### config.mk
export PLATFORM = sky130hd
export DESIGN_NAME = ext_bus_sequencer
export DESIGN_NICKNAME = d
export VERILOG_FILES = /design/src/ext_bus_pkg.sv /design/src/bus_phase_timer.sv /design/src/ext_bus_sequencer.sv
export SDC_FILE = /design/constraint.sdc
export NUM_CORES = 1
export LEC_CHECK = 0
export BUFFER_PORTS_ARGS = -buffer_cell sky130_fd_sc_hd__buf_4
export CAP_MARGIN = 25
export CORE_MARGIN = 2
export CORE_UTILIZATION = 45
export DETAILED_ROUTE_END_ITERATION = 8
export GPL_ROUTABILITY_DRIVEN = 0
export GPL_TIMING_DRIVEN = 0
export MAX_ROUTING_LAYER = met4
export PLACE_DENSITY = 0.72
export SYNTH_ARGS = -nofsm -noshare
export SYNTH_HDL_FRONTEND = slang
export SYNTH_SLANG_ARGS = --single-unit
export TNS_END_PERCENT = 20
### constraint.sdc
create_clock -name i_clk -period 9.47 [get_ports i_clk]
set_input_delay 1.894 -clock i_clk [delete_from_list [all_inputs] [get_ports i_clk]]
set_output_delay 1.894 -clock i_clk [all_outputs]
set_load 0.1 [all_outputs]
### src/ext_bus_pkg.sv
`default_nettype none
package ext_bus_pkg;

	// ------------------------------------------------------------
	// widths
	// ------------------------------------------------------------
	localparam int ADDR_W  = 32;
	localparam int DATA_W  = 32;
	localparam int CS_N    = 8;
	localparam int LANES   = 4;
	localparam int TT_W    = 2;
	localparam int TM_W    = 3;
	localparam int SIZ_W   = 2;
	localparam int WAIT_W  = 4;
	localparam int PF_W    = 3;

	// ------------------------------------------------------------
	// timing
	// ------------------------------------------------------------
	localparam int CLK_PERIOD_NS = 5;
	localparam int BUS_PERIOD_NS = 50;
	// longest half phase, rounded down, never below one cycle
	localparam int HALF_CYCLES_RAW = BUS_PERIOD_NS / (2 * CLK_PERIOD_NS);
	localparam int HALF_CYCLES = (HALF_CYCLES_RAW < 1) ? 1 : HALF_CYCLES_RAW;

	// ------------------------------------------------------------
	// pin function select bit positions
	// ------------------------------------------------------------
	localparam int PF_TYPE     = 0;
	localparam int PF_MODIFIER = 1;
	localparam int PF_TIP      = 2;

	// ------------------------------------------------------------
	// reset / idle values
	// ------------------------------------------------------------
	localparam logic [TT_W-1:0]  TT_IDLE  = 2'h0;
	localparam logic [TM_W-1:0]  TM_IDLE  = 3'h0;
	localparam logic [SIZ_W-1:0] SIZ_IDLE = 2'h0;
	localparam logic [ADDR_W-1:0] ADDR_IDLE = 32'h0;
	localparam logic [DATA_W-1:0] DATA_IDLE = 32'h0;

	typedef enum logic [2:0] {
		ST_IDLE, ST_S0, ST_S1, ST_S2, ST_S3, ST_S4, ST_S5
	} bus_state_t;

endpackage
`default_nettype wire

### src/bus_phase_timer.sv
`timescale 1ns/1ps
`default_nettype none
module bus_phase_timer
	import ext_bus_pkg::*;
#(
	parameter int HALF = HALF_CYCLES
)(
	input  wire logic i_clk,
	input  wire logic i_reset,
	output var  logic o_bus_clock,
	output logic      o_rise,
	output logic      o_fall
);

	localparam int CW = (HALF > 1) ? $clog2(HALF) : 1;
	localparam logic [CW-1:0] LAST = CW'(HALF - 1);

	logic [CW-1:0] count;
	wire           term = (count == LAST);

	// tick marks the cycle whose edge flips the bus clock
	assign o_rise = term && !o_bus_clock;
	assign o_fall = term && o_bus_clock;

	always_ff @(posedge i_clk or posedge i_reset)
	begin
		if (i_reset)
		begin
			count       <= '0;
			o_bus_clock <= 1'b0;
		end
		else
		begin
			count <= term ? '0 : count + CW'(1);
			if (term)
				o_bus_clock <= !o_bus_clock;
		end
	end

endmodule // bus_phase_timer
`default_nettype wire

### src/ext_bus_sequencer.sv
// Summary of operation
// - even states high phase, odd low
// - six states; fast skips two and three
// - state 0: address, in-progress, read/write
// - state 0: type, modifier, width, start
// - state 1 fall: strobe, selects, enables
// - fast: ack in state 1, go state 4
// - state 2 rise: negate start
// - write: drive data at state 2
// - state 3: whole-clock waits until acknowledged
// - read data captured only with ack
// - state 5 fall: negate strobe, selects, enables
// - end state 5: release address, attributes
// - back-to-back keeps in-progress asserted
// - write: data released ending state 5
// - internal ack same waveform as external
// - type, modifier, progress pins need selecting
// - per-access internal or external ack
// - no fast termination with internal ack
`timescale 1ns/1ps
`default_nettype none
module ext_bus_sequencer
	import ext_bus_pkg::*;
#(
	parameter int HALF = HALF_CYCLES
)(
	input  wire logic              i_clk,
	input  wire logic              i_reset,
	input  wire logic              i_req_valid,
	output logic                   o_req_ready,
	input  wire logic              i_req_write,
	input  wire logic [ADDR_W-1:0] i_req_addr,
	input  wire logic [DATA_W-1:0] i_req_wdata,
	input  wire logic [TT_W-1:0]   i_req_type,
	input  wire logic [TM_W-1:0]   i_req_modifier,
	input  wire logic [SIZ_W-1:0]  i_req_width,
	input  wire logic [CS_N-1:0]   i_req_cs,
	input  wire logic [LANES-1:0]  i_req_lanes,
	input  wire logic              i_req_int_ack,
	input  wire logic              i_req_fast,
	input  wire logic [WAIT_W-1:0] i_req_waits,
	input  wire logic [PF_W-1:0]   i_pin_function,
	output var  logic              o_rsp_valid,
	output var  logic              o_rsp_write,
	output var  logic [DATA_W-1:0] o_rsp_rdata,
	output logic                   o_bus_clock_out,
	output var  logic [ADDR_W-1:0] o_addr,
	output var  logic              o_addr_oe,
	output var  logic              o_read_not_write,
	output logic                   o_transfer_type_oe,
	output var  logic [TT_W-1:0]   o_transfer_type,
	output logic                   o_transfer_modifier_oe,
	output var  logic [TM_W-1:0]   o_transfer_modifier,
	output var  logic [SIZ_W-1:0]  o_transfer_width_code,
	output logic                   o_transfer_in_progress_oe,
	output var  logic              o_transfer_in_progress_n,
	output var  logic              o_transfer_start_n,
	output var  logic              o_address_strobe_n,
	output var  logic [CS_N-1:0]   o_chip_select_n,
	output var  logic [LANES-1:0]  o_byte_lane_enable_n,
	output var  logic              o_output_enable_n,
	input  wire logic [DATA_W-1:0] i_data,
	output var  logic [DATA_W-1:0] o_data,
	output var  logic              o_data_oe,
	input  wire logic              i_transfer_ack_n,
	output logic                   o_transfer_ack_n,
	output var  logic              o_transfer_ack_oe
);

	// ------------------------------------------------------------
	// phase timing
	// ------------------------------------------------------------
	logic rise;
	logic fall;

	bus_phase_timer #(.HALF(HALF)) u_timer (
		.i_clk       (i_clk),
		.i_reset     (i_reset),
		.o_bus_clock (o_bus_clock_out),
		.o_rise      (rise),
		.o_fall      (fall)
	);

	// ------------------------------------------------------------
	// pin synchronisers
	// ------------------------------------------------------------
	logic              ack_meta;
	logic              ack_sync;
	logic [DATA_W-1:0] data_meta;
	logic [DATA_W-1:0] data_sync;

	always_ff @(posedge i_clk or posedge i_reset)
	begin
		if (i_reset)
		begin
			ack_meta  <= 1'b1;
			ack_sync  <= 1'b1;
			data_meta <= DATA_IDLE;
			data_sync <= DATA_IDLE;
		end
		else
		begin
			ack_meta  <= i_transfer_ack_n;
			ack_sync  <= ack_meta;
			data_meta <= i_data;
			data_sync <= data_meta;
		end
	end

	// ------------------------------------------------------------
	// sequencing
	// ------------------------------------------------------------
	bus_state_t        state;
	bus_state_t        next_state;
	logic              write_q;
	logic              int_q;
	logic              fast_q;
	logic [DATA_W-1:0] wdata_q;
	logic [CS_N-1:0]   cs_q;
	logic [LANES-1:0]  lanes_q;
	logic [WAIT_W-1:0] wait_cnt;

	function automatic logic is_even(input bus_state_t s);
		return (s == ST_S0) || (s == ST_S2) || (s == ST_S4);
	endfunction

	function automatic logic is_odd(input bus_state_t s);
		return (s == ST_S1) || (s == ST_S3) || (s == ST_S5);
	endfunction

	// internal ack bypasses the pin synchroniser, seen two clocks sooner
	wire ext_ack   = !ack_sync;
	wire ack_seen  = int_q ? o_transfer_ack_oe : ext_ack;
	// fast termination is ignored when ack is internal
	wire fast_done = fast_q && !int_q && ext_ack;
	wire slot_free = (state == ST_IDLE) || (state == ST_S5);
	wire take      = rise && slot_free && i_req_valid;
	wire done      = rise && (((state == ST_S1) && fast_done)
	                 || ((state == ST_S3) && ack_seen));
	wire finish    = rise && (state == ST_S5) && !i_req_valid;
	wire ack_due   = fall && int_q && (wait_cnt == '0)
	                 && ((state == ST_S2) || (state == ST_S3));

	assign o_req_ready = rise && slot_free;
	assign o_transfer_ack_n = 1'b0;
	// attribute pins float unless routed to this function
	assign o_transfer_type_oe        = i_pin_function[PF_TYPE];
	assign o_transfer_modifier_oe    = i_pin_function[PF_MODIFIER];
	assign o_transfer_in_progress_oe = i_pin_function[PF_TIP];

	always_comb
	begin
		next_state = state;
		case (state)
			ST_IDLE: if (take) next_state = ST_S0;
			ST_S0:   if (fall) next_state = ST_S1;
			ST_S1:   if (rise)
				next_state = fast_done ? ST_S4 : ST_S2;
			ST_S2:   if (fall) next_state = ST_S3;
			// a miss replays S2 and S3: one whole clock, phases kept
			ST_S3:
				if (done)
					next_state = ST_S4;
				else if (rise)
					next_state = ST_S2;
			ST_S4:   if (fall) next_state = ST_S5;
			ST_S5:   if (rise)
				next_state = i_req_valid ? ST_S0 : ST_IDLE;
			default: next_state = ST_IDLE;
		endcase
	end

	always_ff @(posedge i_clk or posedge i_reset)
	begin
		if (i_reset)
			state <= ST_IDLE;
		else
			state <= next_state;
	end

	// ------------------------------------------------------------
	// request capture and rising-edge attributes
	// ------------------------------------------------------------
	always_ff @(posedge i_clk or posedge i_reset)
	begin
		if (i_reset)
		begin
			write_q  <= 1'b0;
			int_q    <= 1'b0;
			fast_q   <= 1'b0;
			wdata_q  <= DATA_IDLE;
			cs_q     <= '0;
			lanes_q  <= '0;
			o_addr   <= ADDR_IDLE;
			o_addr_oe <= 1'b0;
			o_read_not_write <= 1'b1;
			o_transfer_type  <= TT_IDLE;
			o_transfer_modifier <= TM_IDLE;
			o_transfer_width_code <= SIZ_IDLE;
			o_transfer_in_progress_n <= 1'b1;
			o_transfer_start_n <= 1'b1;
		end
		else if (take)
		begin
			write_q  <= i_req_write;
			int_q    <= i_req_int_ack;
			fast_q   <= i_req_fast;
			wdata_q  <= i_req_wdata;
			cs_q     <= i_req_cs;
			lanes_q  <= i_req_lanes;
			o_addr   <= i_req_addr;
			o_addr_oe <= 1'b1;
			o_read_not_write <= !i_req_write;
			o_transfer_in_progress_n <= 1'b0;
			o_transfer_type  <= i_req_type;
			o_transfer_modifier <= i_req_modifier;
			o_transfer_width_code <= i_req_width;
			o_transfer_start_n <= 1'b0;
		end
		else if (finish)
		begin
			// read/write level is kept, only released
			o_addr_oe <= 1'b0;
			o_transfer_type  <= TT_IDLE;
			o_transfer_modifier <= TM_IDLE;
			o_transfer_width_code <= SIZ_IDLE;
			o_transfer_in_progress_n <= 1'b1;
		end
		else if (rise && (state == ST_S1))
			o_transfer_start_n <= 1'b1;
	end

	// ------------------------------------------------------------
	// falling-edge strobes
	// ------------------------------------------------------------
	wire strobe_on  = fall && (state == ST_S0);
	wire strobe_off = fall && (state == ST_S4);

	always_ff @(posedge i_clk or posedge i_reset)
	begin
		if (i_reset)
		begin
			o_address_strobe_n   <= 1'b1;
			o_chip_select_n      <= '1;
			o_byte_lane_enable_n <= '1;
			o_output_enable_n    <= 1'b1;
		end
		else if (strobe_on)
		begin
			o_address_strobe_n   <= 1'b0;
			o_chip_select_n      <= ~cs_q;
			o_byte_lane_enable_n <= ~lanes_q;
			o_output_enable_n    <= write_q;
		end
		else if (strobe_off)
		begin
			o_address_strobe_n   <= 1'b1;
			o_chip_select_n      <= '1;
			o_byte_lane_enable_n <= '1;
			o_output_enable_n    <= 1'b1;
		end
	end

	// ------------------------------------------------------------
	// data bus, acknowledge and completion
	// ------------------------------------------------------------
	always_ff @(posedge i_clk or posedge i_reset)
	begin
		if (i_reset)
		begin
			o_data      <= DATA_IDLE;
			o_data_oe   <= 1'b0;
			o_rsp_valid <= 1'b0;
			o_rsp_write <= 1'b0;
			o_rsp_rdata <= DATA_IDLE;
		end
		else
		begin
			o_rsp_valid <= done;
			if (rise && (state == ST_S1) && write_q)
			begin
				o_data    <= wdata_q;
				o_data_oe <= 1'b1;
			end
			else if (rise && (state == ST_S5))
				o_data_oe <= 1'b0;
			if (done)
			begin
				o_rsp_write <= write_q;
				if (!write_q)
					o_rsp_rdata <= data_sync;
			end
		end
	end

	always_ff @(posedge i_clk or posedge i_reset)
	begin
		if (i_reset)
		begin
			wait_cnt <= '0;
			o_transfer_ack_oe <= 1'b0;
		end
		else if (take)
			wait_cnt <= i_req_waits;
		else if (ack_due)
			o_transfer_ack_oe <= 1'b1;
		else if (done)
			o_transfer_ack_oe <= 1'b0;
		else if (rise && (state == ST_S3) && (wait_cnt != '0))
			wait_cnt <= wait_cnt - WAIT_W'(1);
	end
endmodule // ext_bus_sequencer
`default_nettype wire
==> metrics.md, run 1 <==
| Metric | Value |
|---|---|
| Worst path buffer plus inverter count | 2 |
| Clock Root Buffer | clkbuf_16 |
| Die Y-Extent | 145 µm |
| Worst R2R Setup Slack | 7.00 ns |
| Post-synthesis net count | 858 |
| Clock period minus worst slack | 4.14 ns |
| Crit Reg-Reg Endpoint | wdata_q[12] |
| Synth unique cells | 49 |
| Hold Crit Class | reg2reg |
| Post-CTS Resized | 0 |
| Delay-heaviest family, CP | buffers and inverters |
| RSZ-0062 raised after global routing | no |
| Drt total wl | 21100 µm |
| Register area share after synthesis | 0.700 |
| Fin. max-slew vios | 0 |
| Yosys warnings | 0 |
| Fraction of registers with async set/reset | 1.00 |
| Clock latency on the worst-skew pair | 0.52 ns |
| Fill cells | 1588 |
| Critical Path Sink Type | output port |
| Area Growth Syn to Fin | 35.1% |
| Slowest cell on the critical path | buf_4 |
| Vias per cell | 4.80 |
| Initial antenna violation count | 0 |
| Layout cells sized above 1 | 0.397 |
| Crit path kind | in2out |
| CP cell instances | buf_4 > buf_4 |
| Post-Syn Instances | 725 |
| Synthesized cell area | 0.00894 mm² |
| Synth Register Bits | 249 |
| R2R depth | 8 |
| WP data arrival | 2.24 ns |
| Final Hold Fails | 0 |
| Post-synth EDFFs | 0 |
| DR DRC count | 0 |
| F_max | 242 MHz |
| Worst Hold End | data_sync[13] |
| CTS Sinks | 249 |
| CORE AREA | 0.0195 mm² |
| Worst Tran Pin Value | 0.848 ns |
| DRT Pass-1 Iters | 5 |
| Commonest non-fill, non-tap cells in the layout | buf_4 (262), nand2_1 (244), dfrtp_1 (230) |
| Number of global-route vias before repair | 6322 |
| Worst Skew | 0.0110 ns |
| CTS tree | yes |
| Post-DP HPWL | 14900 µm |
| Setup Viol. Count Final | 0 |
| Die ar. | 0.0210 mm² |
| TritonCTS buffer count | 26 |
| IO Count | 260 |
| CTS clock-pin slew for the worst setup and hold paths | 0.06 ns |
| ANT nets after route | 0 |
| Main flop type after synthesis | dfrtp_1 |
| Max-Cap Viols | 0 |
| Initial DRC Count | 264 |
| CP startpoint kind | input pin |
| Cell depth of the worst hold path | 0 |
| Status | finished clean |
| Starting Density | 0.459 |
| CP peak stage delay | 0.27 ns |
| Largest net degree at the start of global routing | 127 |
| Max clock buf depth | 3 |
| Largest fanout on the critical path | 1 |
| FP Rows | 51 |
| Min-delay src | data_meta[13] |
| Die X | 145 µm |
| Crit path required time | 7.58 ns |
| Worst setup startpoint | i_pin_function[2] |
| Reg-to-reg startpoint | u_timer.count[0] |
| Post-CTS Setup Inserts | 0 |
| CTS Hold Bufs | 0 |
| Total gr overflow | 0 |
| Critical Path Most Common Cell | buf_4 |
| Port Buf Inserts | 255 |
| Area share of the largest cell type after synthesis | 0.644 |
| Normalized max-slew margin | 0.431 |
| Synthesized area per cell | 12.3 µm² |
| Diodes inserted | 0 |
| Yosys top cell by area | dfrtp_1 |
| WL per Instance | 16.3 µm |
| First-pass GRT wire length | 33600 µm |
| Fin crit share | 0.437 |
| Non-filler cells in the finished layout | 1294 |
| Top post-synthesis cells by area | dfrtp_1 (64%), nand2_1 (10%), mux2_2 (7.6%) |
| Dpl cells | 1246 |
| GRT Util Overall | 0.206 |
| Routed vias | 6205 |
| H-tree depth | 1 |
| Final layout net count | 1142 |
| Most common cell after layout, fill and taps aside | buf_4 |
[layout make-up]
type | count | area, µm² | area share
clock buffer | 38 | 736 | 0.0609
timing repair buffer | 256 | 1940 | 0.161
sequential | 249 | 6250 | 0.518
clock inverter | 10 | 120 | 0.00995
tap | 265 | 332 | 0.0275
inverter | 14 | 60.1 | 0.00497
multi-input combinational | 425 | 2420 | 0.201
buffer | 37 | 206 | 0.0171
[sequential cells by signal (all words and copies together) (netlist names), 4 cells and up]
| name | count |
|---|---|
| wait_cnt | 4 |
| wdata_q | 32 |
| o_rsp_rdata | 32 |
| o_chip_select_n | 8 |
| o_data | 32 |
| data_sync | 32 |
| lanes_q | 4 |
| cs_q | 8 |
| data_meta | 32 |
| o_byte_lane_enable_n | 4 |
| o_addr | 32 |
[worst max path at each step]
| stage | slack [ns] | depth (start not counted) | to |
|---|---|---|---|
| 3_5_place_dp | 5.33 | 2 | o_transfer_in_progress_oe |
| 2_1_floorplan | 0.76 | 1 | cs_q[0] |
| 6_report | 5.33 | 2 | o_transfer_in_progress_oe |
| 5_1_grt | 5.27 | 5 | o_req_ready |
| 3_3_place_gp | -1.91 | 2 | o_addr[9] |
| 4_1_cts | 5.33 | 2 | o_transfer_in_progress_oe |
[per-layer routing]
layer,track usage,up-vias,wire (µm)
met5,-,-,0
met4,0.0545,0,405
met3,0.0487,29,1670
met2,0.321,242,9890
met1,0.276,3002,9090
li1,-,2932,-
[metrics by stage]
| stage | hold WS, ns | util | setup TNS (ns) | cell area (µm²) | worst slack (ns) |
|---|---|---|---|---|---|
| global route | 0.353 | 0.620 | 0 | 12100 | 5.27 |
| floorplan | 0.331 | - | 0 | 8940 | 0.764 |
| CTS | 0.348 | 0.620 | 0 | 12100 | 5.33 |
| finish | 0.346 | 0.620 | 0 | 12100 | 5.33 |
| detailed placement | 0.335 | 0.576 | 0 | 11200 | 5.33 |
| global placement | 0.332 | 0.575 | -436.35 | 11200 | -1.91 |
[cell families after synthesis]
family	count (synthesis)	share of synthesized area
other cells	1	0.000420
flops	249	0.700
compound gates	56	0.0433
mux	67	0.0843
buf+inv	51	0.0290
fa+ha+maj	4	0.00560
simple gates	294	0.135
xor+xnor	3	0.00294
[cell usage after synthesis, types with 2 or more instances]
| cell | count |
|---|---|
| nor3_1 | 2 |
| buf_2 | 15 |
| o21ai_0 | 6 |
| nand2_1 | 244 |
| inv_1 | 14 |
| nor2_1 | 22 |
| o21ai_1 | 2 |
| buf_4 | 7 |
| a21oi_1 | 7 |
| mux2_1 | 6 |
| a22o_1 | 9 |
| clkbuf_1 | 12 |
| mux2_2 | 60 |
| xnor2_1 | 2 |
| a31oi_1 | 21 |
| o31ai_1 | 2 |
| ha_1 | 4 |
| dfstp_2 | 19 |
| nand3_2 | 2 |
| or3_1 | 4 |
| nand2b_1 | 2 |
| nand3_1 | 4 |
| nor3b_1 | 2 |
| dfrtp_1 | 230 |
| buf_6 | 3 |
Power of run 1 is left out: the tool's default activity adds up to more than one toggle a clock period on the data nets, which glitch-free logic cannot reach.
==> run 2: changes to the inputs <==
--- a/config.mk
+++ b/config.mk
@@ -13,7 +13,7 @@
 export GPL_ROUTABILITY_DRIVEN = 0
 export GPL_TIMING_DRIVEN = 0
 export MAX_ROUTING_LAYER = met4
-export PLACE_DENSITY = 0.72
+export PLACE_DENSITY = 0.75
 export SYNTH_ARGS = -nofsm -noshare
 export SYNTH_HDL_FRONTEND = slang
 export SYNTH_SLANG_ARGS = --single-unit
==> constraint.sdc (replaced) <==
create_clock -name i_clk -period 3.38 [get_ports i_clk]
set_input_delay 0.676 -clock i_clk [delete_from_list [all_inputs] [get_ports i_clk]]
set_output_delay 0.676 -clock i_clk [all_outputs]
set_load 0.1 [all_outputs]
==> run 2 against run 1 <==
Compared with the run above:
- cell area increased by 1.2%
- non-clock buffer count increased by 5
- largest cell class unchanged
- die area unchanged
- sequential share of layout area decreased by 0.61 points
- worst setup slack got worse by 4.8 ns
- first-iteration DRC count increased by 0.76%
- final cell count increased by 0.39%
- critical path type is now reg2out
- highest routed layer unchanged
- clock skew increased by 0.0012 ns
==> metrics.md, run 2 (synthesized netlist as in run 1, its figures left out) <==
| Metric | Value |
|---|---|
| GRT Util Overall | 0.218 (+0.0119) |
| R2R depth | 8 (unchanged) |
| Setup Viol. Count Final | 0 (unchanged) |
| Die X | 145 µm (unchanged) |
| Crit path required time | 2.70 ns (-4.88 ns) |
| Post-CTS Resized | 0 (unchanged) |
| Starting Density | 0.459 (unchanged) |
| Setup ws final | 0.567 ns (-4.77 ns) |
| Crit path kind | reg2out |
| Layout cells sized above 1 | 0.401 (+0.00485) |
| Worst R2R Setup Slack | 0.87 ns (-6.13 ns) |
| Worst Tran Pin Value | 0.861 ns (+0.0129 ns) |
| Hold Crit Class | in2reg |
| WL per Instance | 16.8 µm (+3.5%) |
| Worst Skew | 0.0122 ns (+0.00120 ns) |
| Diodes inserted | 0 (unchanged) |
| CP cell instances | inv_1 > ha_1 > nand4bb_1 > nor2_1 > buf_4 |
| TritonCTS buffer count | 27 (+3.8%) |
| CTS clock-pin slew for the worst setup and hold paths | 0.06 ns (about the same) |
| Final Hold Fails | 0 (unchanged) |
| Post-DP HPWL | 15600 µm (+4.5%) |
| Setup WS pre-CTS | 0.810 ns (-4.52 ns) |
| Utilization after layout | 0.628 (+0.00739) |
| RSZ-0062 raised after global routing | no |
| CORE AREA | 0.0195 mm² (unchanged) |
| CP startpoint kind | flip-flop |
| Delay-heaviest family, CP | simple AND/OR/NAND/NOR gates |
| Final layout net count | 1148 (+0.53%) |
| Commonest non-fill, non-tap cells in the layout | buf_4 (262), nand2_1 (244), dfrtp_1 (230) |
| Fin. max-slew vios | 0 (unchanged) |
| Routed vias | 6326 (+2.0%) |
| Cell depth of the worst hold path | 1 (+1) |
| CTS Sinks | 249 (unchanged) |
| FP Rows | 51 (unchanged) |
| Crit Reg-Reg Endpoint | lanes_q[2] |
| Status | finished clean |
| Max clock buf depth | 3 (unchanged) |
| Slowest cell on the critical path | dfrtp_1 |
| Post-CTS Setup Inserts | 0 (unchanged) |
| Critical Path Sink Type | output port |
| Reg-to-reg startpoint | u_timer.count[0] |
| F_max | 355 MHz |
| Non-filler cells in the finished layout | 1299 (+0.39%) |
| Clock latency on the worst-skew pair | 0.52 ns (about the same) |
| Area Growth Syn to Fin | 36.7% |
| H-tree depth | 1 (unchanged) |
| DRT Pass-1 Iters | 4 (-1) |
| CTS tree | yes |
| Largest fanout on the critical path | 8 (+7) |
| Die ar. | 0.0210 mm² (unchanged) |
| Port Buf Inserts | 255 (unchanged) |
| Clock period minus worst slack | 2.81 ns |
| Worst Hold End | ack_meta |
| CP peak stage delay | 0.39 ns (+0.12 ns) |
| Worst path buffer plus inverter count | 2 (unchanged) |
| Largest net degree at the start of global routing | 45 (-65%) |
| DR DRC count | 0 (unchanged) |
| Levels on crit path | 5 (+3) |
| Most common cell after layout, fill and taps aside | buf_4 |
| Vias per cell | 4.87 (+1.6%) |
| Fin crit share | 0.832 |
| Drt total wl | 21900 µm (+3.9%) |
| Total gr overflow | 0 (unchanged) |
| Clock Root Buffer | clkbuf_16 |
| Initial antenna violation count | 0 (unchanged) |
| Max-Cap Viols | 0 (unchanged) |
| Initial DRC Count | 266 (+0.76%) |
| Dpl cells | 1251 (+0.40%) |
| Die Y-Extent | 145 µm (unchanged) |
| ANT nets after route | 0 (unchanged) |
| WP data arrival | 2.14 ns (-0.10 ns) |
| CTS Hold Bufs | 0 (unchanged) |
| Min-delay src | i_transfer_ack_n |
| Number of global-route vias before repair | 6625 (+4.8%) |
| IO Count | 260 (unchanged) |
| First-pass GRT wire length | 35500 µm (+5.5%) |
| Normalized max-slew margin | 0.422 (-0.00864) |
| Fill cells | 1501 (-5.5%) |
## run 2: cell types whose count changed in the layout (fill, tap and decap cells not counted), sizes merged
cell    change
clkbuf      +1
bufinv      +1
buf         +5
clkinv      -2
## run 2: layout make-up
type	count	area (µm²)	share of cell area
plain buffers	37	206	0.0169
clock inverters	9	130	0.0106
repair buffers	261	2030	0.166
flip-flops and latches	249	6250	0.512
well taps	265	332	0.0271
inverters	14	56.3	0.00461
multi-input cells	425	2420	0.198
clock buffers	39	781	0.0639
## run 2: stage by stage
step | TNS [ns] | area [µm²] | hold slack [ns]
floorplan | -127.47 | 8940 | 0.331
global placement | -460.83 | 11200 | 0.332
detailed placement | 0 | 11300 | 0.335
CTS | 0 | 12200 | 0.236
global route | 0 | 12200 | 0.234
finish | 0 | 12200 | 0.256
## run 2: routing by layer
metal | track usage | vias up | share of wire
met2 | 0.356 | 223 | 0.48
met3 | 0.0472 | 37 | 0.066
met4 | 0.0550 | 0 | 0.024
met1 | 0.281 | 3113 | 0.43
li1 | - | 2953 | -
met5 | - | - | 0
## run 2: how the worst max path moves through the flow
stage                           from     endpoint  slack (ns)
floorplan                    i_reset      cs_q[0]       -0.55
global placement             i_reset   o_addr[22]       -1.96
detailed placement  u_timer.count[0]   lanes_q[2]        0.81
CTS                 u_timer.count[0]  o_req_ready        0.52
global route        u_timer.count[0]  o_req_ready        0.41
finish              u_timer.count[0]  o_req_ready        0.57
Power of run 2 is left out for the same reason.
==> run 3: changes to the inputs <==
--- a/config.mk
+++ b/config.mk
@@ -5,6 +5,7 @@
 export SDC_FILE = /design/constraint.sdc
 export NUM_CORES = 1
 export LEC_CHECK = 0
+export ABC_AREA = 1
 export BUFFER_PORTS_ARGS = -buffer_cell sky130_fd_sc_hd__buf_4
 export CAP_MARGIN = 25
 export CORE_MARGIN = 2
@@ -13,7 +14,7 @@
 export GPL_ROUTABILITY_DRIVEN = 0
 export GPL_TIMING_DRIVEN = 0
 export MAX_ROUTING_LAYER = met4
-export PLACE_DENSITY = 0.75
+export PLACE_DENSITY = 0.72
 export SYNTH_ARGS = -nofsm -noshare
 export SYNTH_HDL_FRONTEND = slang
 export SYNTH_SLANG_ARGS = --single-unit
==> constraint.sdc (replaced) <==
create_clock -name i_clk -period 2.8 [get_ports i_clk]
set_input_delay 0.56 -clock i_clk [delete_from_list [all_inputs] [get_ports i_clk]]
set_output_delay 0.56 -clock i_clk [all_outputs]
set_load 0.1 [all_outputs]
==> run 3 against run 2 <==
Compared with the run above:
- synthesized area is essentially flat
- sequential share of layout area shrank 0.32 points
- global-route usage grew 0.25 points
- first-iteration DRC count shrank 7.5%
- final cell count grew 11%
- cell area grew 0.62%
- via count grew 7.0%
- register-to-register slack lost 0.14 ns
- non-clock buffer count grew 4
- utilization grew 0.39 points
- count of clock-buffer cells in the layout shrank 4
- clock skew grew 0.0062 ns
==> metrics.md, run 3 <==
| Metric | Value |
|---|---|
| Status | finished clean |
| Die ar. | 0.0210 mm² (about the same) |
| Fraction of registers with async set/reset | 1.00 (unchanged) |
| Clk network pwr share | 0.307 |
| Final layout net count | 1293 (+13%) |
| Routed vias | 6766 (+7.0%) |
| Post-Syn Instances | 871 (+20%) |
| Worst hold slack | 0.0993 ns (-0.157 ns) |
| Synthesized cell area | 0.00894 mm² (about the same) |
| Non-filler cells in the finished layout | 1446 (+11%) |
| Die Y-Extent | 145 µm (about the same) |
| TritonCTS buffer count | 27 (unchanged) |
| Critical Path Sink Type | output port |
| Register area share after synthesis | 0.699 (about the same) |
| CTS Hold Bufs | 0 (unchanged) |
| WP data arrival | 2.05 ns (-0.09 ns) |
| DR DRC count | 0 (unchanged) |
| Setup Viol. Count Final | 0 (unchanged) |
| Most common cell in the synthesized netlist | nand2_1 |
| Crit path kind | reg2out |
| CTS clock-pin slew for the worst setup and hold paths | 0.06 ns (about the same) |
| Dpl cells | 1396 (+12%) |
| Diodes inserted | 0 (unchanged) |
| Final standard cell area without fillers | 0.0123 mm² (+0.62%) |
| Port Buf Inserts | 254 (-0.39%) |
| Sw Ratio | 0.395 |
| Setup WS pre-CTS | 0.655 ns (-0.154 ns) |
| Post-synthesis net count | 1004 (+17%) |
| Power Density | 1020 mW/mm² |
| Commonest non-fill, non-tap cells in the layout | nand2_1 (364), buf_4 (270), dfrtp_1 (230) |
| Die X | 145 µm (about the same) |
| Total gr overflow | 0 (unchanged) |
| Multi-input gate area | 0.00223 mm² (-7.8%) |
| Setup ws final | 0.185 ns (-0.381 ns) |
| Tot Pwr | 12.6 mW |
| Utilization after layout | 0.632 (+0.00392) |
| Vias per cell | 4.68 (-3.9%) |
| GRT Util Overall | 0.221 (+0.00247) |
| FP Rows | 51 (unchanged) |
| Switching pwr | 4.96 mW |
| Main flop type after synthesis | dfrtp_1 |
| Register area | 0.00625 mm² (unchanged) |
| Clock period minus worst slack | 2.61 ns |
| H-tree depth | 1 (unchanged) |
| Yosys warnings | 0 (unchanged) |
| Initial DRC Count | 246 (-7.5%) |
| Fill cells | 1610 (+7.3%) |
| Clock latency on the worst-skew pair | 0.53 ns (about the same) |
| RSZ-0062 raised after global routing | no |
| Reg-to-reg startpoint | u_timer.count[0] |
| Top post-synthesis cells by area | dfrtp_1 (64%), nand2_1 (15%), dfstp_2 (5.6%) |
| Number of global-route vias before repair | 7062 (+6.6%) |
| VDD IR-drop max | 871 µV |
| ANT nets after route | 0 (unchanged) |
| Layout cells sized above 1 | 0.314 (-0.0872) |
| Worst setup startpoint | u_timer.count[0] |
| IO Count | 260 (unchanged) |
| Area Growth Syn to Fin | 37.5% |
| DRT Pass-1 Iters | 5 (+1) |
| CORE AREA | 0.0195 mm² (unchanged) |
| Hold Crit Class | in2async |
| Crit path required time | 2.24 ns (-0.46 ns) |
| CTS Sinks | 249 (unchanged) |
| Initial antenna violation count | 0 (unchanged) |
| Most common cell after layout, fill and taps aside | nand2_1 |
| Max clock buf depth | 3 (unchanged) |
| Yosys top cell by area | dfrtp_1 |
| Largest fanout on the critical path | 6 (-2) |
| WL per Instance | 15.4 µm (-8.6%) |
| Post-CTS Setup Inserts | 0 (unchanged) |
| Normalized max-slew margin | 0.610 (+0.188) |
| Starting Density | 0.460 (about the same) |
| Largest net degree at the start of global routing | 45 (unchanged) |
| Synth Register Bits | 249 (unchanged) |
| Fin crit share | 0.934 |
| CTS tree | yes |
| Clock Root Buffer | clkbuf_16 |
| Placed cell area | 0.0113 mm² (about the same) |
| Area share of the largest cell type after synthesis | 0.644 (about the same) |
| Setup TNS Final | 0 ns (unchanged) |
| Synth unique cells | 28 (-43%) |
| F_max | 382 MHz |
| First-pass GRT wire length | 36300 µm (+2.4%) |
| Drt total wl | 22200 µm (+1.7%) |
| Commonest cells in the netlist | nand2_1 (364), dfrtp_1 (230), inv_1 (52) |
| Post-DP HPWL | 16000 µm (+2.4%) |
| Reg power frac | 0.362 |
| Max-Cap Viols | 0 (unchanged) |
| Logic pwr share | 0.331 |
| Worst Tran Pin Value | 0.583 ns (-0.278 ns) |
| Worst Skew | 0.0184 ns (+0.00615 ns) |
| CP startpoint kind | flip-flop |
| Fin. max-slew vios | 0 (unchanged) |
| P_leak | 6.47 nW |
| Final Hold Fails | 0 (unchanged) |
| Synthesized area per cell | 10.3 µm² (-17%) |
| Post-synth EDFFs | 0 (unchanged) |
| Internal Power | 7.60 mW |
## run 3: changes by cell type in the layout (fill, tap and decap cells not counted), sizes merged, moves of 13 or more
| cell | delta |
|---|---|
| nand2 | +124 |
| nand3 | +13 |
| mux2 | -66 |
| o21ai | +64 |
| inv | +44 |
| a21oi | +22 |
| a31oi | -21 |
## run 3: repair_timing
| item | CTS | global route |
|---|---|---|
| endpoints found under the hold margin | 0 | 0 |
| gates resized for setup | 0 | 1 |
| endpoints found under the setup margin | 0 | 1 |
## run 3: metal layers
layer | global-route usage | part of all wire | wire [µm] | vias up
met5 | - | 0 | 0 | -
met4 | 0.0564 | 0.020 | 441 | 0
met3 | 0.0613 | 0.083 | 1860 | 27
met2 | 0.347 | 0.47 | 10400 | 253
met1 | 0.286 | 0.43 | 9500 | 3212
li1 | - | - | - | 3274
## run 3: power groups by stage
stage | sequential (mW) | combinational (mW) | clock (mW)
2_1_floorplan | 6.83 | 0.942 | 0
3_3_place_gp | 4.59 | 4.10 | 0
3_5_place_dp | 4.60 | 4.17 | 0
4_1_cts | 4.55 | 4.18 | 3.93
5_1_grt | 4.62 | 4.41 | 4.08
6_report | 4.55 | 4.16 | 3.85
## run 3: worst paths after layout
path                                 end  slack [ns]  depth (start not counted)
max                          o_req_ready        0.19                          5
min                        data_sync[21]         0.1                          2
max reg2reg                    o_addr[1]        0.73                         10
min reg2reg                data_sync[21]        0.34                          0
max in group asynchronous       ack_sync        1.57                          5
min in group i_clk         data_meta[14]        0.14                          1
## run 3: logic make-up after synthesis
logic type | share of synthesized area
fa+ha+maj | 0.00560
xor+xnor | 0.00294
simple gates | 0.181
flops | 0.699
other cells | 0.000419
compound gates | 0.0599
buf+inv | 0.0511
## run 3: cell type report
type | count | area share
multi-input cells | 523 | 0.182
well taps | 265 | 0.0270
flip-flops and latches | 249 | 0.509
clock inverters | 15 | 0.0205
repair buffers | 260 | 0.165
inverters | 57 | 0.0177
clock buffers | 35 | 0.0598
plain buffers | 42 | 0.0197
## run 3: worst max-delay path, stage by stage, from the launching register on
cell,delay [ns]
dfrtp_1,0.40
inv_1,0.06
ha_1,0.16
nand3_1,0.23
nor2_2,0.32
buf_4,0.35
Note: power is estimated with default switching activity, not from simulation.
